`config.mk`:
```
export PLATFORM = sky130hd
export DESIGN_NAME = sac_sensor_alarm_config
export DESIGN_NICKNAME = d
export VERILOG_FILES = /design/src/sac_sensor_alarm_config.v
export VERILOG_INCLUDE_DIRS = /design/src
export SDC_FILE = /design/constraint.sdc
export NUM_CORES = 1
export LEC_CHECK = 0
export ABC_AREA = 1
export BUFFER_PORTS_ARGS = -buffer_cell sky130_fd_sc_hd__buf_2
export CAP_MARGIN = 25
export CORE_MARGIN = 1
export CORE_UTILIZATION = 64
export DETAILED_ROUTE_END_ITERATION = 8
export PLACE_DENSITY = 0.85
export SETUP_SLACK_MARGIN = 0.05
export SLEW_MARGIN = 40
export SYNTH_ARGS = -nofsm -noshare
export SYNTH_HDL_FRONTEND = slang
export SYNTH_SLANG_ARGS = --single-unit
```
`constraint.sdc`:
```
create_clock -name i_sys_clk -period 5.18 [get_ports i_sys_clk]
set_input_delay 1.036 -clock i_sys_clk [delete_from_list [all_inputs] [get_ports i_sys_clk]]
set_output_delay 1.036 -clock i_sys_clk [all_outputs]
set_load 0.01 [all_outputs]
```
`src/sac_consts.vh`:
```
// Register offsets, field positions, reset values for the sensor alarm configuration block
`ifndef SAC_CONSTS_VH
`define SAC_CONSTS_VH

// ----------------------------------------------------------------
// Register offsets
// ----------------------------------------------------------------
`define SAC_OFS_CTRL0 8'h17
`define SAC_OFS_V0_LIM 8'h19
`define SAC_OFS_V1_LIM 8'h1A
`define SAC_OFS_T_LIM 8'h1B
`define SAC_OFS_VID_EN 8'h1C
`define SAC_OFS_LIM_EN 8'h1D
`define SAC_OFS_RET_EN 8'h1E
`define SAC_OFS_STATUS 8'h40
`define SAC_OFS_V0_PEAK 8'h41
`define SAC_OFS_V0_FLOOR 8'h42
`define SAC_OFS_V1_PEAK 8'h43
`define SAC_OFS_V1_FLOOR 8'h44

// ----------------------------------------------------------------
// Field positions
// ----------------------------------------------------------------
`define SAC_UPPER_MSB 6
`define SAC_UPPER_LSB 4
`define SAC_LOWER_MSB 2
`define SAC_LOWER_LSB 0
`define SAC_EN_MSB 3
`define SAC_EN_LSB 2
`define SAC_SEL_MSB 1
`define SAC_SEL_LSB 0

// ----------------------------------------------------------------
// Reset values
// ----------------------------------------------------------------
`define SAC_RST_LIM 8'h62
`define SAC_RST_CTRL0 8'h3C
`define SAC_RST_VID_EN 8'h3F
`define SAC_RST_LIM_EN 8'h00
`define SAC_RST_RET_EN 8'h00
`define SAC_RST_PEAK 8'h00
`define SAC_RST_FLOOR 8'hFF
`define SAC_SENSE_ON 2'h3

`endif

```
`src/sac_sensor_alarm_config.v`:
```
// Sensor limit registers, alarm enables, status flags and peak/floor tracking
//
// Notes on behaviour
// - Channel 0 upper limit bits 6:4, reset 6; above it sets high flag.
// - Channel 0 lower limit bits 2:0, reset 2; below it sets low flag.
// - Keep highest and lowest channel 0 readings for software readback.
// - Channel 1 upper limit bits 6:4, reset 6; above it sets high flag.
// - Channel 1 lower limit bits 2:0, reset 2; below it sets low flag.
// - Keep highest and lowest channel 1 readings for software readback.
// - Temperature upper limit bits 6:4, reset 6; above it sets high flag.
// - Temperature lower limit bits 2:0, reset 2; below it sets low flag.
// - Limit register bits 7 and 3 are reserved read/write, reset zero.
// - Video alarm enable bit 5 missing frame valid, reset 1.
// - Video alarm enable bits 4 sync and 3 lane control, reset 1.
// - Video alarm enable bits 2 header, 1 checksum, 0 length, reset 1.
// - Video alarm enable bits 7:6 reserved, reset zero.
// - Limit alarm enable bits 5 and 4 temperature over/under, reset 0.
// - Limit alarm enable bits 3:2 channel 1, 1:0 channel 0, reset 0.
// - Return alarm enable bits 6..3 timeout and fault enables, reset 0.
// - Return alarm enable bits 2 data, 1 CRC, 0 link detect; 7 reserved.
// - Two-bit select chooses which GPIO channels are voltage sensed.
// - Two-bit sensor enable, 11 on, 00 off, resets enabled.
`include "sac_consts.vh"
`timescale 1ns/1ns
`default_nettype none

module sac_sensor_alarm_config (
  input wire i_sys_clk,
  input wire i_rst,
  input wire [7:0] i_addr,
  input wire [7:0] i_wdata,
  input wire i_wr,
  input wire i_rd,
  output reg [7:0] o_rdata,
  input wire i_meas_valid,
  input wire [2:0] i_volt0_level,
  input wire [2:0] i_volt1_level,
  input wire [2:0] i_temp_level,
  input wire [5:0] i_video_fault,
  input wire [6:0] i_return_fault,
  output wire o_alarm
);

  // ----------------------------------------------------------------
  // Input synchronisers
  // ----------------------------------------------------------------
  reg [22:0] sync1_reg;
  reg [22:0] sync2_reg;
  wire [22:0] sync_in;
  assign sync_in = {i_return_fault, i_video_fault, i_temp_level, i_volt1_level,
                    i_volt0_level, i_meas_valid};

  always @(posedge i_sys_clk) begin
    if (i_rst) begin
      sync1_reg <= 23'h000000;
      sync2_reg <= 23'h000000;
    end else begin
      sync1_reg <= sync_in;
      sync2_reg <= sync1_reg;
    end
  end

  wire meas_valid;
  wire [2:0] lvl [0:2];
  wire [5:0] video_fault;
  wire [6:0] return_fault;
  assign meas_valid = sync2_reg[0];
  assign lvl[0] = sync2_reg[3:1];
  assign lvl[1] = sync2_reg[6:4];
  assign lvl[2] = sync2_reg[9:7];
  assign video_fault = sync2_reg[15:10];
  assign return_fault = sync2_reg[22:16];

  // ----------------------------------------------------------------
  // Configuration registers
  // ----------------------------------------------------------------
  reg [7:0] ctrl0_reg;
  reg [7:0] lim_reg [0:2];
  reg [7:0] vid_en_reg;
  reg [7:0] lim_en_reg;
  reg [7:0] ret_en_reg;

  wire wr_ctrl0;
  wire wr_vid;
  wire wr_lim_en;
  wire wr_ret;
  assign wr_ctrl0 = i_wr && (i_addr == `SAC_OFS_CTRL0);
  assign wr_vid = i_wr && (i_addr == `SAC_OFS_VID_EN);
  assign wr_lim_en = i_wr && (i_addr == `SAC_OFS_LIM_EN);
  assign wr_ret = i_wr && (i_addr == `SAC_OFS_RET_EN);

  always @(posedge i_sys_clk) begin
    if (i_rst) begin
      ctrl0_reg <= `SAC_RST_CTRL0;
      vid_en_reg <= `SAC_RST_VID_EN;
      lim_en_reg <= `SAC_RST_LIM_EN;
      ret_en_reg <= `SAC_RST_RET_EN;
    end else begin
      if (wr_ctrl0) begin
        ctrl0_reg <= i_wdata;
      end
      if (wr_vid) begin
        vid_en_reg <= {2'h0, i_wdata[5:0]};
      end
      if (wr_lim_en) begin
        lim_en_reg <= {2'h0, i_wdata[5:0]};
      end
      if (wr_ret) begin
        ret_en_reg <= {1'h0, i_wdata[6:0]};
      end
    end
  end

  // ----------------------------------------------------------------
  // Named limit fields
  // ----------------------------------------------------------------
  wire [2:0] volt0_upper_limit;
  wire [2:0] volt0_lower_limit;
  wire [2:0] volt1_upper_limit;
  wire [2:0] volt1_lower_limit;
  wire [2:0] temperature_upper_limit;
  wire [2:0] temperature_lower_limit;
  assign volt0_upper_limit = lim_reg[0][`SAC_UPPER_MSB:`SAC_UPPER_LSB];
  assign volt0_lower_limit = lim_reg[0][`SAC_LOWER_MSB:`SAC_LOWER_LSB];
  assign volt1_upper_limit = lim_reg[1][`SAC_UPPER_MSB:`SAC_UPPER_LSB];
  assign volt1_lower_limit = lim_reg[1][`SAC_LOWER_MSB:`SAC_LOWER_LSB];
  assign temperature_upper_limit = lim_reg[2][`SAC_UPPER_MSB:`SAC_UPPER_LSB];
  assign temperature_lower_limit = lim_reg[2][`SAC_LOWER_MSB:`SAC_LOWER_LSB];

  wire [2:0] upper_lim [0:2];
  wire [2:0] lower_lim [0:2];
  assign upper_lim[0] = volt0_upper_limit;
  assign upper_lim[1] = volt1_upper_limit;
  assign upper_lim[2] = temperature_upper_limit;
  assign lower_lim[0] = volt0_lower_limit;
  assign lower_lim[1] = volt1_lower_limit;
  assign lower_lim[2] = temperature_lower_limit;

  // ----------------------------------------------------------------
  // Named alarm enables
  // ----------------------------------------------------------------
  wire missing_frame_valid_alarm_en;
  wire lane_sync_fault_alarm_en;
  wire lane_control_fault_alarm_en;
  wire header_fault_alarm_en;
  wire payload_checksum_alarm_en;
  wire length_fault_alarm_en;
  wire [5:0] video_alarm_en;
  assign missing_frame_valid_alarm_en = vid_en_reg[5];
  assign lane_sync_fault_alarm_en = vid_en_reg[4];
  assign lane_control_fault_alarm_en = vid_en_reg[3];
  assign header_fault_alarm_en = vid_en_reg[2];
  assign payload_checksum_alarm_en = vid_en_reg[1];
  assign length_fault_alarm_en = vid_en_reg[0];
  assign video_alarm_en = {missing_frame_valid_alarm_en, lane_sync_fault_alarm_en,
                           lane_control_fault_alarm_en, header_fault_alarm_en,
                           payload_checksum_alarm_en, length_fault_alarm_en};

  wire temperature_above_alarm_en;
  wire temperature_below_alarm_en;
  wire volt1_above_alarm_en;
  wire volt1_below_alarm_en;
  wire volt0_above_alarm_en;
  wire volt0_below_alarm_en;
  wire [5:0] limit_alarm_en;
  assign temperature_above_alarm_en = lim_en_reg[5];
  assign temperature_below_alarm_en = lim_en_reg[4];
  assign volt1_above_alarm_en = lim_en_reg[3];
  assign volt1_below_alarm_en = lim_en_reg[2];
  assign volt0_above_alarm_en = lim_en_reg[1];
  assign volt0_below_alarm_en = lim_en_reg[0];
  assign limit_alarm_en = {temperature_above_alarm_en, temperature_below_alarm_en,
                           volt1_above_alarm_en, volt1_below_alarm_en,
                           volt0_above_alarm_en, volt0_below_alarm_en};

  wire return_target_timeout_alarm_en;
  wire return_target_fault_alarm_en;
  wire return_controller_timeout_alarm_en;
  wire return_controller_fault_alarm_en;
  wire return_data_fault_alarm_en;
  wire link_crc_fault_alarm_en;
  wire link_detect_alarm_en;
  wire [6:0] return_alarm_en;
  assign return_target_timeout_alarm_en = ret_en_reg[6];
  assign return_target_fault_alarm_en = ret_en_reg[5];
  assign return_controller_timeout_alarm_en = ret_en_reg[4];
  assign return_controller_fault_alarm_en = ret_en_reg[3];
  assign return_data_fault_alarm_en = ret_en_reg[2];
  assign link_crc_fault_alarm_en = ret_en_reg[1];
  assign link_detect_alarm_en = ret_en_reg[0];
  assign return_alarm_en = {return_target_timeout_alarm_en, return_target_fault_alarm_en,
                            return_controller_timeout_alarm_en,
                            return_controller_fault_alarm_en, return_data_fault_alarm_en,
                            link_crc_fault_alarm_en, link_detect_alarm_en};

  // ----------------------------------------------------------------
  // Sensor enable and channel select
  // ----------------------------------------------------------------
  wire sensors_on;
  wire [2:0] chan_active;
  assign sensors_on = (ctrl0_reg[`SAC_EN_MSB:`SAC_EN_LSB] == `SAC_SENSE_ON);
  assign chan_active = {sensors_on,
                        sensors_on & ctrl0_reg[`SAC_SEL_LSB + 1],
                        sensors_on & ctrl0_reg[`SAC_SEL_LSB]};

  // ----------------------------------------------------------------
  // Per-source limits, flags and extremes
  // ----------------------------------------------------------------
  reg [1:0] flag_reg [0:2];
  reg [2:0] peak_reg [0:1];
  reg [2:0] floor_reg [0:1];
  wire [5:0] status;
  wire clr_status;
  assign clr_status = i_rd && (i_addr == `SAC_OFS_STATUS);

  genvar g;
  generate
    for (g = 0; g < 3; g = g + 1) begin : g_src
      wire [2:0] upper;
      wire [2:0] lower;
      wire above;
      wire below;
      wire wr_lim;
      localparam [31:0] LIM_OFS = `SAC_OFS_V0_LIM + g;
      assign upper = upper_lim[g];
      assign lower = lower_lim[g];
      assign above = meas_valid && chan_active[g] && (lvl[g] > upper);
      assign below = meas_valid && chan_active[g] && (lvl[g] < lower);
      assign wr_lim = i_wr && ({24'h000000, i_addr} == LIM_OFS);

      always @(posedge i_sys_clk) begin
        if (i_rst) begin
          lim_reg[g] <= `SAC_RST_LIM;
          flag_reg[g] <= 2'h0;
        end else begin
          if (wr_lim) begin
            lim_reg[g] <= i_wdata;
          end
          // flags set regardless of alarm enable, but only while the channel is active; set beats read clear
          flag_reg[g] <= (clr_status ? 2'h0 : flag_reg[g]) | {above, below};
        end
      end

      if (g < 2) begin : g_ext
        always @(posedge i_sys_clk) begin
          if (i_rst) begin
            peak_reg[g] <= 3'h0;
            floor_reg[g] <= 3'h7;
          end else if (meas_valid && chan_active[g]) begin
            if (lvl[g] > peak_reg[g]) begin
              peak_reg[g] <= lvl[g];
            end
            if (lvl[g] < floor_reg[g]) begin
              floor_reg[g] <= lvl[g];
            end
          end
        end
      end
    end
  endgenerate

  // ----------------------------------------------------------------
  // Named status flags and extremes
  // ----------------------------------------------------------------
  wire volt0_high_flag;
  wire volt0_low_flag;
  wire volt1_high_flag;
  wire volt1_low_flag;
  wire temperature_high_flag;
  wire temperature_low_flag;
  assign volt0_high_flag = flag_reg[0][1];
  assign volt0_low_flag = flag_reg[0][0];
  assign volt1_high_flag = flag_reg[1][1];
  assign volt1_low_flag = flag_reg[1][0];
  assign temperature_high_flag = flag_reg[2][1];
  assign temperature_low_flag = flag_reg[2][0];
  assign status = {temperature_high_flag, temperature_low_flag, volt1_high_flag,
                   volt1_low_flag, volt0_high_flag, volt0_low_flag};

  wire [2:0] volt0_peak_reading;
  wire [2:0] volt0_floor_reading;
  wire [2:0] volt1_peak_reading;
  wire [2:0] volt1_floor_reading;
  assign volt0_peak_reading = peak_reg[0];
  assign volt0_floor_reading = floor_reg[0];
  assign volt1_peak_reading = peak_reg[1];
  assign volt1_floor_reading = floor_reg[1];

  // ----------------------------------------------------------------
  // Alarm output
  // ----------------------------------------------------------------
  wire [5:0] live_limit;
  assign live_limit = {g_src[2].above, g_src[2].below, g_src[1].above, g_src[1].below,
                       g_src[0].above, g_src[0].below};
  reg alarm_reg;
  always @(posedge i_sys_clk) begin
    if (i_rst) begin
      alarm_reg <= 1'b0;
    end else begin
      alarm_reg <= |(live_limit & limit_alarm_en) |
                   |(video_fault & video_alarm_en) |
                   |(return_fault & return_alarm_en);
    end
  end
  assign o_alarm = alarm_reg;

  // ----------------------------------------------------------------
  // Read path
  // ----------------------------------------------------------------
  reg [7:0] rdata_next;
  // Data stands one cycle after the strobe, zero otherwise
  always @* begin
    rdata_next = 8'h00;
    if (i_rd) begin
      case (i_addr)
        `SAC_OFS_CTRL0: rdata_next = ctrl0_reg;
        `SAC_OFS_V0_LIM: rdata_next = lim_reg[0];
        `SAC_OFS_V1_LIM: rdata_next = lim_reg[1];
        `SAC_OFS_T_LIM: rdata_next = lim_reg[2];
        `SAC_OFS_VID_EN: rdata_next = vid_en_reg;
        `SAC_OFS_LIM_EN: rdata_next = lim_en_reg;
        `SAC_OFS_RET_EN: rdata_next = ret_en_reg;
        `SAC_OFS_STATUS: rdata_next = {2'h0, status};
        `SAC_OFS_V0_PEAK: rdata_next = {5'h00, volt0_peak_reading};
        `SAC_OFS_V0_FLOOR: rdata_next = {5'h00, volt0_floor_reading};
        `SAC_OFS_V1_PEAK: rdata_next = {5'h00, volt1_peak_reading};
        `SAC_OFS_V1_FLOOR: rdata_next = {5'h00, volt1_floor_reading};
        default: rdata_next = 8'h00;
      endcase
    end
  end

  always @(posedge i_sys_clk) begin
    if (i_rst) begin
      o_rdata <= 8'h00;
    end else begin
      o_rdata <= rdata_next;
    end
  end

endmodule

`default_nettype wire

```
Word level (Yosys, flattened, before mapping)

Memories as Yosys holds them, arrays and structs flattened.
Index checks and enable logic that the tools add are counted.

Register bits after elaboration: 82
Bits in latches: 0
Bits in writable memories: 42
ROM bits: 0
Output and inout port bits: 9
Memories: 4

Memory list:

| memory    | words | width | read ports | clocked after memory_dff | wr ports | RTL line                      | source |
|---|---|---|---|---|---|---|---|
| lim_reg   | 3     | 8     | 3          | 0                        | 3        | sac_sensor_alarm_config.v:78  | `reg [7:0] lim_reg [0:2];` |
| flag_reg  | 3     | 2     | 3          | 0                        | 3        | sac_sensor_alarm_config.v:209 | `reg [1:0] flag_reg [0:2];` |
| floor_reg | 2     | 3     | 2          | 0                        | 2        | sac_sensor_alarm_config.v:211 | `reg [2:0] floor_reg [0:1];` |
| peak_reg  | 2     | 3     | 2          | 0                        | 2        | sac_sensor_alarm_config.v:210 | `reg [2:0] peak_reg [0:1];` |

$add $sub $neg: 0
Multiply operators: 0
Div/mod/pow operators: 0
$lt $le $gt $ge: 10
Eq/ne operators: 13
Shift operators: 0
Multiplexer cells: 42
Bitwise operators: 21
Reduce and logical (&&, ||, !) cells: 21

Operators with widths:

| operator           | number |
|---|---|
| $pmux 8 s12        | 1 |
| $eq 8x5->1 const B | 7 |
| $eq 8x7->1 const B | 5 |
| $mux 1             | 28 |
| $mux 8             | 3 |
| $logic_and 1x1->1  | 17 |
| $gt 3x3->1         | 5 |
| $lt 3x3->1         | 5 |
| $and 6x6->6        | 2 |
| $mux 2             | 6 |
| $mux 3             | 4 |
| $or 1x1->1         | 12 |
| $reduce_or 6->1    | 2 |
| $and 7x7->7        | 1 |
| $reduce_or 7->1    | 1 |
| $or 2x2->2         | 3 |
| $and 1x1->1        | 2 |
| $eq 2x2->1 const B | 1 |
| $reduce_or 2->1    | 1 |
| $not 1->1          | 1 |

Longest topological paths before layout

Gate-level depths: netlist (run 1).

Word-level depth: 8
Mapped depth: 10

Worst setup path after synthesis (run 1)

Ideal clock, no wire load.

Path kind: input to register
Start point: input i_addr[6]
End point: memory lim_reg[2][0] (enable)
Library setup time: 0.384 ns
Arrival time: 2.202 ns
Required time: 4.796 ns
Setup slack: 2.594 ns
Stages on the path: 7
Cells stage by stage: inv_1 nand2_2 nor2_8 nand2_2 nor2_2 inv_2 o21ai_0

RTL lines:

| item            | RTL line                     | source |
|---|---|---|
| start, declared | sac_sensor_alarm_config.v:30 | `input wire [7:0] i_addr,` |
| end, declared   | sac_sensor_alarm_config.v:78 |  |

==> metrics.cfg, run 1 <==
[pwr]
ir_drop_v=0.000276
p_sw_w=0.000589
sw_frac_of_total_pct=25.5
comb_power_share_pct=5.9
internal_power_w=0.00172
p_per_area_nw_per_um2=353
leakagePower_nw=3.16
power.share.clock_pct=49.0
seqPwrFrac_pct=45.2

[clock_tree]
h-tree-depth=4
cts_inserted_buffers=17
cts-root-buf=clkbuf_8
hold_buffers=0
clk_pin_slew_ns=0.06
cts.path.max_buffers=2
cts_tree=yes
cts.sinks=124
post_cts_resized=0
clkLatencyLatePin_ns=0.53
post_cts_buffers=0

[sta]
hold_violations=0
worst_slew_pin_slew_ns=0.775
fmax_mhz=387
finalMaxSlewViolations=0
fin_crit_sh_pct=49.9
tns_ns=0
finalSetupViolations=0
finalClockSkew_ns=0.00839
rsz0062_at_grt=false
slew_headroom_pct=48.3
setup_ws_ns=2.59
min_period_ns=2.59

[route]
drt-total-wl_um=14600
m1WireLength_um=5460
vias=4989
first_pass_iters=6
dr_wl_met3_um=1500
vias_per_cell=5.56
drt_iter0_drc=549
avgRoutedWirePerCell_um=16.2
drcViolationCount=0
drt.antenna.violating_nets=0
highest_layer=met4
route.met2.wl_um=7010

[worst_hold_path]
hp-start=sync1_reg[9]
whs_endpoint=sync2_reg[9]
whs_path_depth=2
hold_class=reg2reg

[yosys]
syn_area_per_cell_um2=7.86
netlist.area_leader.share_pct=31.0
ys_seq_elements=124
syn_nets=792
synth_area_leaders=dfxtp_1 31%, edfxtp_1 19%, nand2_1 8.7%
yosys.cell_types.count=29
ys_seq_area_share_pct=49.9
synth_warnings=0
synth_top_area_cell=dfxtp_1
syn_inst=724
syn_area_um2=5690

[finish]
diodes=0
utilization_pct=75.6
drive_above_1_share_pct=13.8
layout.nets=844
largest_reg_flops=24
seqCellArea_um2=2840
area_growth_pct=15.2
fillerInstances=632
final_area_um2=6560
multiInputGateArea_um2=2260

[placed_design]
postPlaceCellArea_um2=5990
io_buffers=51
gp_congestion=0.936
post-place-ws_ns=2.08
dpl.hpwl_um=10200

[global_route]
grt_usage_pct=33.5
grt_pass1_vias=4594
grt_max_degree=61
overflow=0
grt_antenna_before_repair=0
grt_pass1_wl_um=22200

[die]
die_x_um=96.3
ioPinCount=52
initial_core_util_pct=65.6
num_rows=34
core_um2=8680
dieArea_um2=9270
fp.dieH_um=96.3

[job]
cap_violations=0

[critical_path]
cp_max_fo=44
crit_path_start_kind=input pin
cp-end-kind=flop
crit_required_ns=5.34
critPathArrivalTime_ns=2.75
critPathKind=in2reg
r2r_slack_ns=3.28
r2r_cells=4
r2r_end=peak_reg[0][2]
r2r_start=ctrl0_reg[2]

[status]
outcome=complete, no violations

-- placed cells by master (no fill, tap or decap) --
cell and n:
nor2_2 6, clkbuf_8 1, nor3_2 1, a211oi_1 2, inv_2 4, nand2_2 7
clkbuf_16 16, nor2_4 2, o21ai_1 6, nand3b_1 3, clkinvlp_4 1, a21oi_1 36
clkinv_4 2, nand3_1 72, inv_6 6, nor2_1 114, inv_1 123, inv_8 3
clkinv_2 2, buf_4 2, buf_2 51, nand3_2 1, bufinv_16 1, o211ai_1 9
edfxtp_1 36, o21ai_0 25, clkinv_1 1, and2_1 1, nand2_1 132, nor3_4 2
nor2_8 1, ha_1 25, dfxtp_1 88, nand4_1 7
-- metrics by stage --
step / hold slack, ns / instances / total power (W)
after floorplan: 0.388 / 724 / 0.00114
after global placement: 0.389 / 865 / 0.00119
after detailed placement: 0.394 / 865 / 0.00120
after CTS: 0.403 / 897 / 0.00231
after global routing: 0.414 / 897 / 0.00238
final: 0.401 / 897 / 0.00231
-- metal layers --
metal | track usage, % | vias to the layer above
li1 | - | 2400
met1 | 40.5 | 2229
met2 | 54.2 | 298
met3 | 9.16 | 62
met4 | 18.0 | 0
met5 | 0 | -
-- power groups by stage --
| stage | clock [W] | sequential [W] | combinational (W) |
|---|---|---|---|
| after floorplan | 0 | 0.00106 | 0.0000853 |
| after global placement | 0 | 0.00106 | 0.000124 |
| after detailed placement | 0 | 0.00106 | 0.000132 |
| after CTS | 0.00113 | 0.00104 | 0.000134 |
| after global routing | 0.00118 | 0.00105 | 0.000153 |
| final | 0.00113 | 0.00104 | 0.000136 |
-- worst max-delay path, stage by stage --
cell and delay, ns:
buf_2 0.11, inv_1 0.06, nand2_2 0.08, nor2_8 0.48, nand2_2 0.12, nor2_2 0.22, inv_2 0.08, o21ai_1 0.54
-- cell usage after synthesis --
cell type and count:
o21ai_0 28, clkinv_1 1, clkbuf_2 1, a21oi_1 36
o211ai_1 9, nand4_1 7, nor2_1 115, nand2_1 132
nand3_2 1, clkbuf_1 5, nand3_1 72, and2_1 1
nand2_2 7, o21ai_1 3, ha_1 25, dfxtp_1 88
a211oi_1 2, nor2_2 5, buf_6 1, nor3_4 2
buf_2 10, edfxtp_1 36, inv_1 123, nand3b_1 3
buf_4 3, nor2_8 1, nor3_2 1, nor2_4 2
inv_2 4
-- how the worst max path moves through the flow --
stage | start | to | slack [ns] | depth (start not counted)
finish | i_addr[6] | lim_reg[2][7] | 2.59 | 8
global route | i_addr[5] | lim_reg[2][7] | 2.40 | 8
CTS | i_addr[6] | lim_reg[2][7] | 2.62 | 8
detailed placement | i_addr[6] | lim_reg[2][7] | 2.08 | 8
global placement | i_addr[6] | lim_reg[2][0] | 1.96 | 8
floorplan | i_addr[6] | lim_reg[2][0] | 2.59 | 7
-- cell type report --
| type | instances | area share, % |
|---|---|---|
| sequential | 124 | 43.4 |
| multi-input combinational | 452 | 34.5 |
| clock inverter | 15 | 2.31 |
| tap | 108 | 2.06 |
| timing repair buffer | 53 | 4.12 |
| inverter | 128 | 7.33 |
| clock buffer | 17 | 6.32 |
-- cell families after synthesis --
| kind of cell | share of synthesized area [%] |
|---|---|
| buffers and inverters | 10.3 |
| adder cells (fa/ha/maj) | 5.50 |
| AO/OA/AOI/OAI | 7.34 |
| AND/OR/NAND/NOR | 26.9 |
| flip-flops | 49.9 |
Note: power is estimated with default switching activity, not from simulation.
==> run 2: changes to the inputs <==
--- a/config.mk
+++ b/config.mk
@@ -10,9 +10,9 @@
 export BUFFER_PORTS_ARGS = -buffer_cell sky130_fd_sc_hd__buf_2
 export CAP_MARGIN = 25
 export CORE_MARGIN = 1
-export CORE_UTILIZATION = 64
+export CORE_UTILIZATION = 59
 export DETAILED_ROUTE_END_ITERATION = 8
-export PLACE_DENSITY = 0.85
+export PLACE_DENSITY = 0.79
 export SETUP_SLACK_MARGIN = 0.05
 export SLEW_MARGIN = 40
 export SYNTH_ARGS = -nofsm -noshare
==> constraint.sdc (replaced) <==
create_clock -name i_sys_clk -period 2.6 [get_ports i_sys_clk]
set_input_delay 0.52 -clock i_sys_clk [delete_from_list [all_inputs] [get_ports i_sys_clk]]
set_output_delay 0.52 -clock i_sys_clk [all_outputs]
set_load 0.01 [all_outputs]
==> run 2 against run 1 <==
Clock skew shrank 0.0023 ns. Final cell count rose by 2.9%. Sequential cell count unchanged. Largest cell class unchanged.
==> metrics.cfg, run 2 (same netlist as run 1, synthesis figures left out) <==
[sta]
finalMaxSlewViolations=0
fin_crit_sh_pct=71.7
min_period_ns=1.86
finalSetupViolations=0
finalClockSkew_ns=0.00611
hold_violations=0
tns_ns=0
worst_slew_pin_slew_ns=0.667
rsz0062_at_grt=false
slew_headroom_pct=55.5
fmax_mhz=536

[route]
first_pass_iters=6
drt_iter0_drc=498
vias_per_cell=5.40
drt-total-wl_um=14500
avgRoutedWirePerCell_um=15.7
vias=4981
drcViolationCount=0
drt.antenna.violating_nets=0

[global_route]
gr-usage-met3_pct=7.59
met2_usage_pct=50.8
grt_max_degree=60
grt_pass1_vias=4718
grt_busiest_layer=met2
grt_usage_pct=30.6
grt_antenna_before_repair=0
grt_pass1_wl_um=22700
met1_usage_pct=36.5
overflow=0

[critical_path]
slowest_stage=dfxtp_1
crit_required_ns=2.78
cp_max_fo=5
r2r_cells=4
critPathKind=reg2reg
crit_path_max_incr_delay_ns=0.41
cp-end-kind=flop
worstPathCellList=nand3_1 -> nor2_1 -> nand2_1 -> o21ai_0
crit_path_start_kind=flop
critPathArrivalTime_ns=2.04
r2r_slack_ns=0.74

[clock_tree]
cts_tree=yes
post_cts_resized=0
h-tree-depth=4
cts.sinks=124
cts.path.max_buffers=2
clkLatencyLatePin_ns=0.52
post_cts_buffers=0
hold_buffers=0
clk_pin_slew_ns=0.06
cts_inserted_buffers=17
cts-root-buf=clkbuf_8

[placed_design]
dpl.hpwl_um=10300
gp_congestion=0.943
postPlaceCellArea_um2=6050
io_buffers=51

[worst_hold_path]
hold_class=in2reg
whs_path_depth=3

[finish]
final_area_um2=6630
fillerInstances=695
multiInputGateArea_um2=2260
final_cell_mix=132 x nand2_1, 123 x inv_1, 115 x nor2_1
area_growth_pct=16.5
largest_reg_flops=24
diodes=0
final_common_cell=nand2_1
layout.nets=849
seqCellArea_um2=2840
drive_above_1_share_pct=14.2

[pwr]
ir_drop_v=0.000461
p_per_area_nw_per_um2=694
leakagePower_nw=3.19

[job]
cap_violations=0

[die]
fp.dieH_um=100
core_um2=9280
initial_core_util_pct=61.3
dieArea_um2=10000
die_x_um=100
ioPinCount=52
num_rows=35

[status]
outcome=complete, no violations

run 2: changes by cell type in the layout (fill, tap and decap cells not counted), moves of 2 or more:
cell / before / now
clkinv_8: 0 / 2
buf_4: 2 / 7
o21ai_0: 25 / 28
clkinv_2: 2 / 0
o21ai_1: 6 / 3
run 2: area by class of cell:
class                      instances  area share [%]
sequential                       124            42.9
timing repair buffer              58            4.64
tap                              129            2.43
clock inverter                    14            2.11
clock buffer                      18            6.62
multi-input combinational        452            34.1
inverter                         128            7.24
run 2: path summary, 6_finish.rpt:
kind                   start              to
min          i_temp_level[0]    sync1_reg[7]
max             ctrl0_reg[2]  peak_reg[1][2]
max reg2reg     ctrl0_reg[2]  peak_reg[1][2]
min reg2reg     sync1_reg[6]    sync2_reg[6]
run 2: per-stage QoR:
| step | hold WS [ns] | utilization [%] | power (W) | setup slack, ns | cells |
|---|---|---|---|---|---|
| after detailed placement | 0.393 | 65.2 | 0.00239 | 0.594 | 891 |
| final | 0.191 | 71.4 | 0.00460 | 0.736 | 923 |
| after CTS | 0.189 | 71.4 | 0.00460 | 0.790 | 923 |
| after floorplan | 0.388 | - | 0.00228 | 0.530 | 724 |
| after global placement | 0.389 | 65.2 | 0.00237 | 0.639 | 891 |
| after global routing | 0.183 | 71.4 | 0.00473 | 0.583 | 923 |
run 2: layer usage:
layer  share of wire [%]  vias up
li1                    -     2411
met1                  40     2259
met3                 8.8       53
met5                   0        -
met2                  47      258
met4                 3.8        0
run 2: power by group:
part / internal, W / switching, W / total, W
Sequential: 0.00205 / 0.0000315 / 0.00208
Clock: 0.00128 / 0.000967 / 0.00224
Combinational: 0.0000896 / 0.000190 / 0.000280
run 2: critical path: cells and delay by family, from the launching register on:
family,cells,cell delay (ns)
AOI/OAI and AO/OA,1,0.39
and+or+nand+nor,3,0.71
DFF,1,0.41
==> run 3: changes to the inputs <==
==> constraint.sdc (replaced) <==
create_clock -name i_sys_clk -period 1.8 [get_ports i_sys_clk]
set_input_delay 0.36 -clock i_sys_clk [delete_from_list [all_inputs] [get_ports i_sys_clk]]
set_output_delay 0.36 -clock i_sys_clk [all_outputs]
set_load 0.01 [all_outputs]
==> run 3 against run 2 <==
Design area up 2.2%. Clock-buffer cell count down 1. Final cell count up 1.8%. Largest power group unchanged. Largest cell class unchanged. Utilization up 1.5 points. Fmax up 11%. Worst setup slack worse by 0.61 ns. Sequential power up 44%. Sequential cell count unchanged. Via count down 0.64%. Register-to-register slack worse by 0.61 ns.
==> metrics.cfg, run 3 (same netlist as run 1, synthesis figures left out) <==
[status]
outcome=complete, no violations

[sta]
tns_ns=0
worst_slew_pin_slew_ns=0.459
hold_violations=0
finalSetupViolations=0
finalMaxSlewViolations=0
slew_headroom_pct=69.1
fin_crit_sh_pct=92.9
min_period_ns=1.67
rsz0062_at_grt=false
finalClockSkew_ns=0.00946
fmax_mhz=598

[placed_design]
dpl.hpwl_um=10600
io_buffers=51
gp_congestion=0.971

[die]
core_um2=9280
dieArea_um2=10000
initial_core_util_pct=61.3
die_x_um=100
num_rows=35
fp.dieH_um=100
ioPinCount=52

[global_route]
grt_max_degree=22
grt_pass1_vias=4885
grt_usage_pct=31.0
overflow=0
grt_antenna_before_repair=0
grt_pass1_wl_um=23200

[worst_hold_path]
whs_path_depth=3
hold_class=in2reg
hp-start=i_return_fault[6]

[critical_path]
critPathKind=reg2reg
r2r_cells=5
crit_path_start_kind=flop
cp_max_fo=5
critPathArrivalTime_ns=1.85
cp-end-kind=flop
startpoint=sync2_reg[6]
crit_required_ns=1.97
r2r_start=sync2_reg[6]

[route]
vias_per_cell=5.26
drt.antenna.violating_nets=0
drt-total-wl_um=14400
route.met2.wl_um=6700
highest_layer=met4
dr_wl_met3_um=1060
avgRoutedWirePerCell_um=15.3
drt_iter0_drc=322
drcViolationCount=0
first_pass_iters=5
m1WireLength_um=6180
vias=4949

[clock_tree]
cts.sinks=124
hold_buffers=0
cts-root-buf=clkbuf_8
cts_tree=yes
cts_inserted_buffers=17
cts.path.max_buffers=2
h-tree-depth=4
post_cts_buffers=0
clk_pin_slew_ns=0.06
clkLatencyLatePin_ns=0.53

[finish]
seqCellArea_um2=2840
fillerInstances=762
utilization_pct=73.0
multiInputGateArea_um2=2270
layout.nets=866
final_cell_mix=132 x nand2_1, 123 x inv_1, 114 x nor2_1
area_growth_pct=19.1
drive_above_1_share_pct=16.3
diodes=0
largest_reg_flops=24
final_common_cell=nand2_1

[job]
cap_violations=0

[pwr]
leakagePower_nw=3.29
ir_drop_v=0.000738
p_per_area_nw_per_um2=1010

run 3: cell type report:
cell class,instances,area share (%)
Clock buffer,17,6.11
Clock inverter,15,2.57
Inverter,128,7.09
Multi-Input combinational cell,452,33.5
Sequential cell,124,41.9
Tap cell,129,2.38
Timing Repair Buffer,75,6.43
run 3: critical path: stages (launching register included):
cell	delay [ns]
dfxtp_1	0.38
ha_1	0.35
nand2_1	0.06
nor2_1	0.08
a211oi_1	0.07
o21ai_0	0.40
run 3: final timing paths:
check                   end  slack (ns)
min reg2reg   sync2_reg[21]        0.40
max reg2reg  peak_reg[1][2]        0.13
min           sync1_reg[22]        0.03
max          peak_reg[1][2]        0.13
run 3: power by group:
part           switching (W)  total (W)  internal, W
clock network        0.00140    0.00342      0.00202
registers          0.0000456    0.00300      0.00296
logic               0.000271   0.000412     0.000142
run 3: per-layer routing:
layer | GRT usage, % | vias up
met5 | 0 | -
met4 | 13.8 | 0
met3 | 7.10 | 43
met2 | 51.1 | 193
met1 | 39.1 | 2267
li1 | - | 2446
run 3: timing repair:
item                       4_1_cts  5_1_grt
setup endpoints to repair        3        6
hold endpoints to repair         0        0
pin swaps                        0        0
gates resized for setup          1        2
run 3: stage by stage:
step	total power [W]	std cells	area, um2	hold WS (ns)	setup slack (ns)
finish	0.00683	940	6780	0.0277	0.127
CTS	0.00683	940	6770	0.0313	0.151
floorplan	0.00329	724	5690	0.388	0.110
global placement	0.00345	908	6180	0.390	0.0848
global route	0.00702	940	6780	0.0238	0.0542
detailed placement	0.00346	908	6180	0.394	0.0718
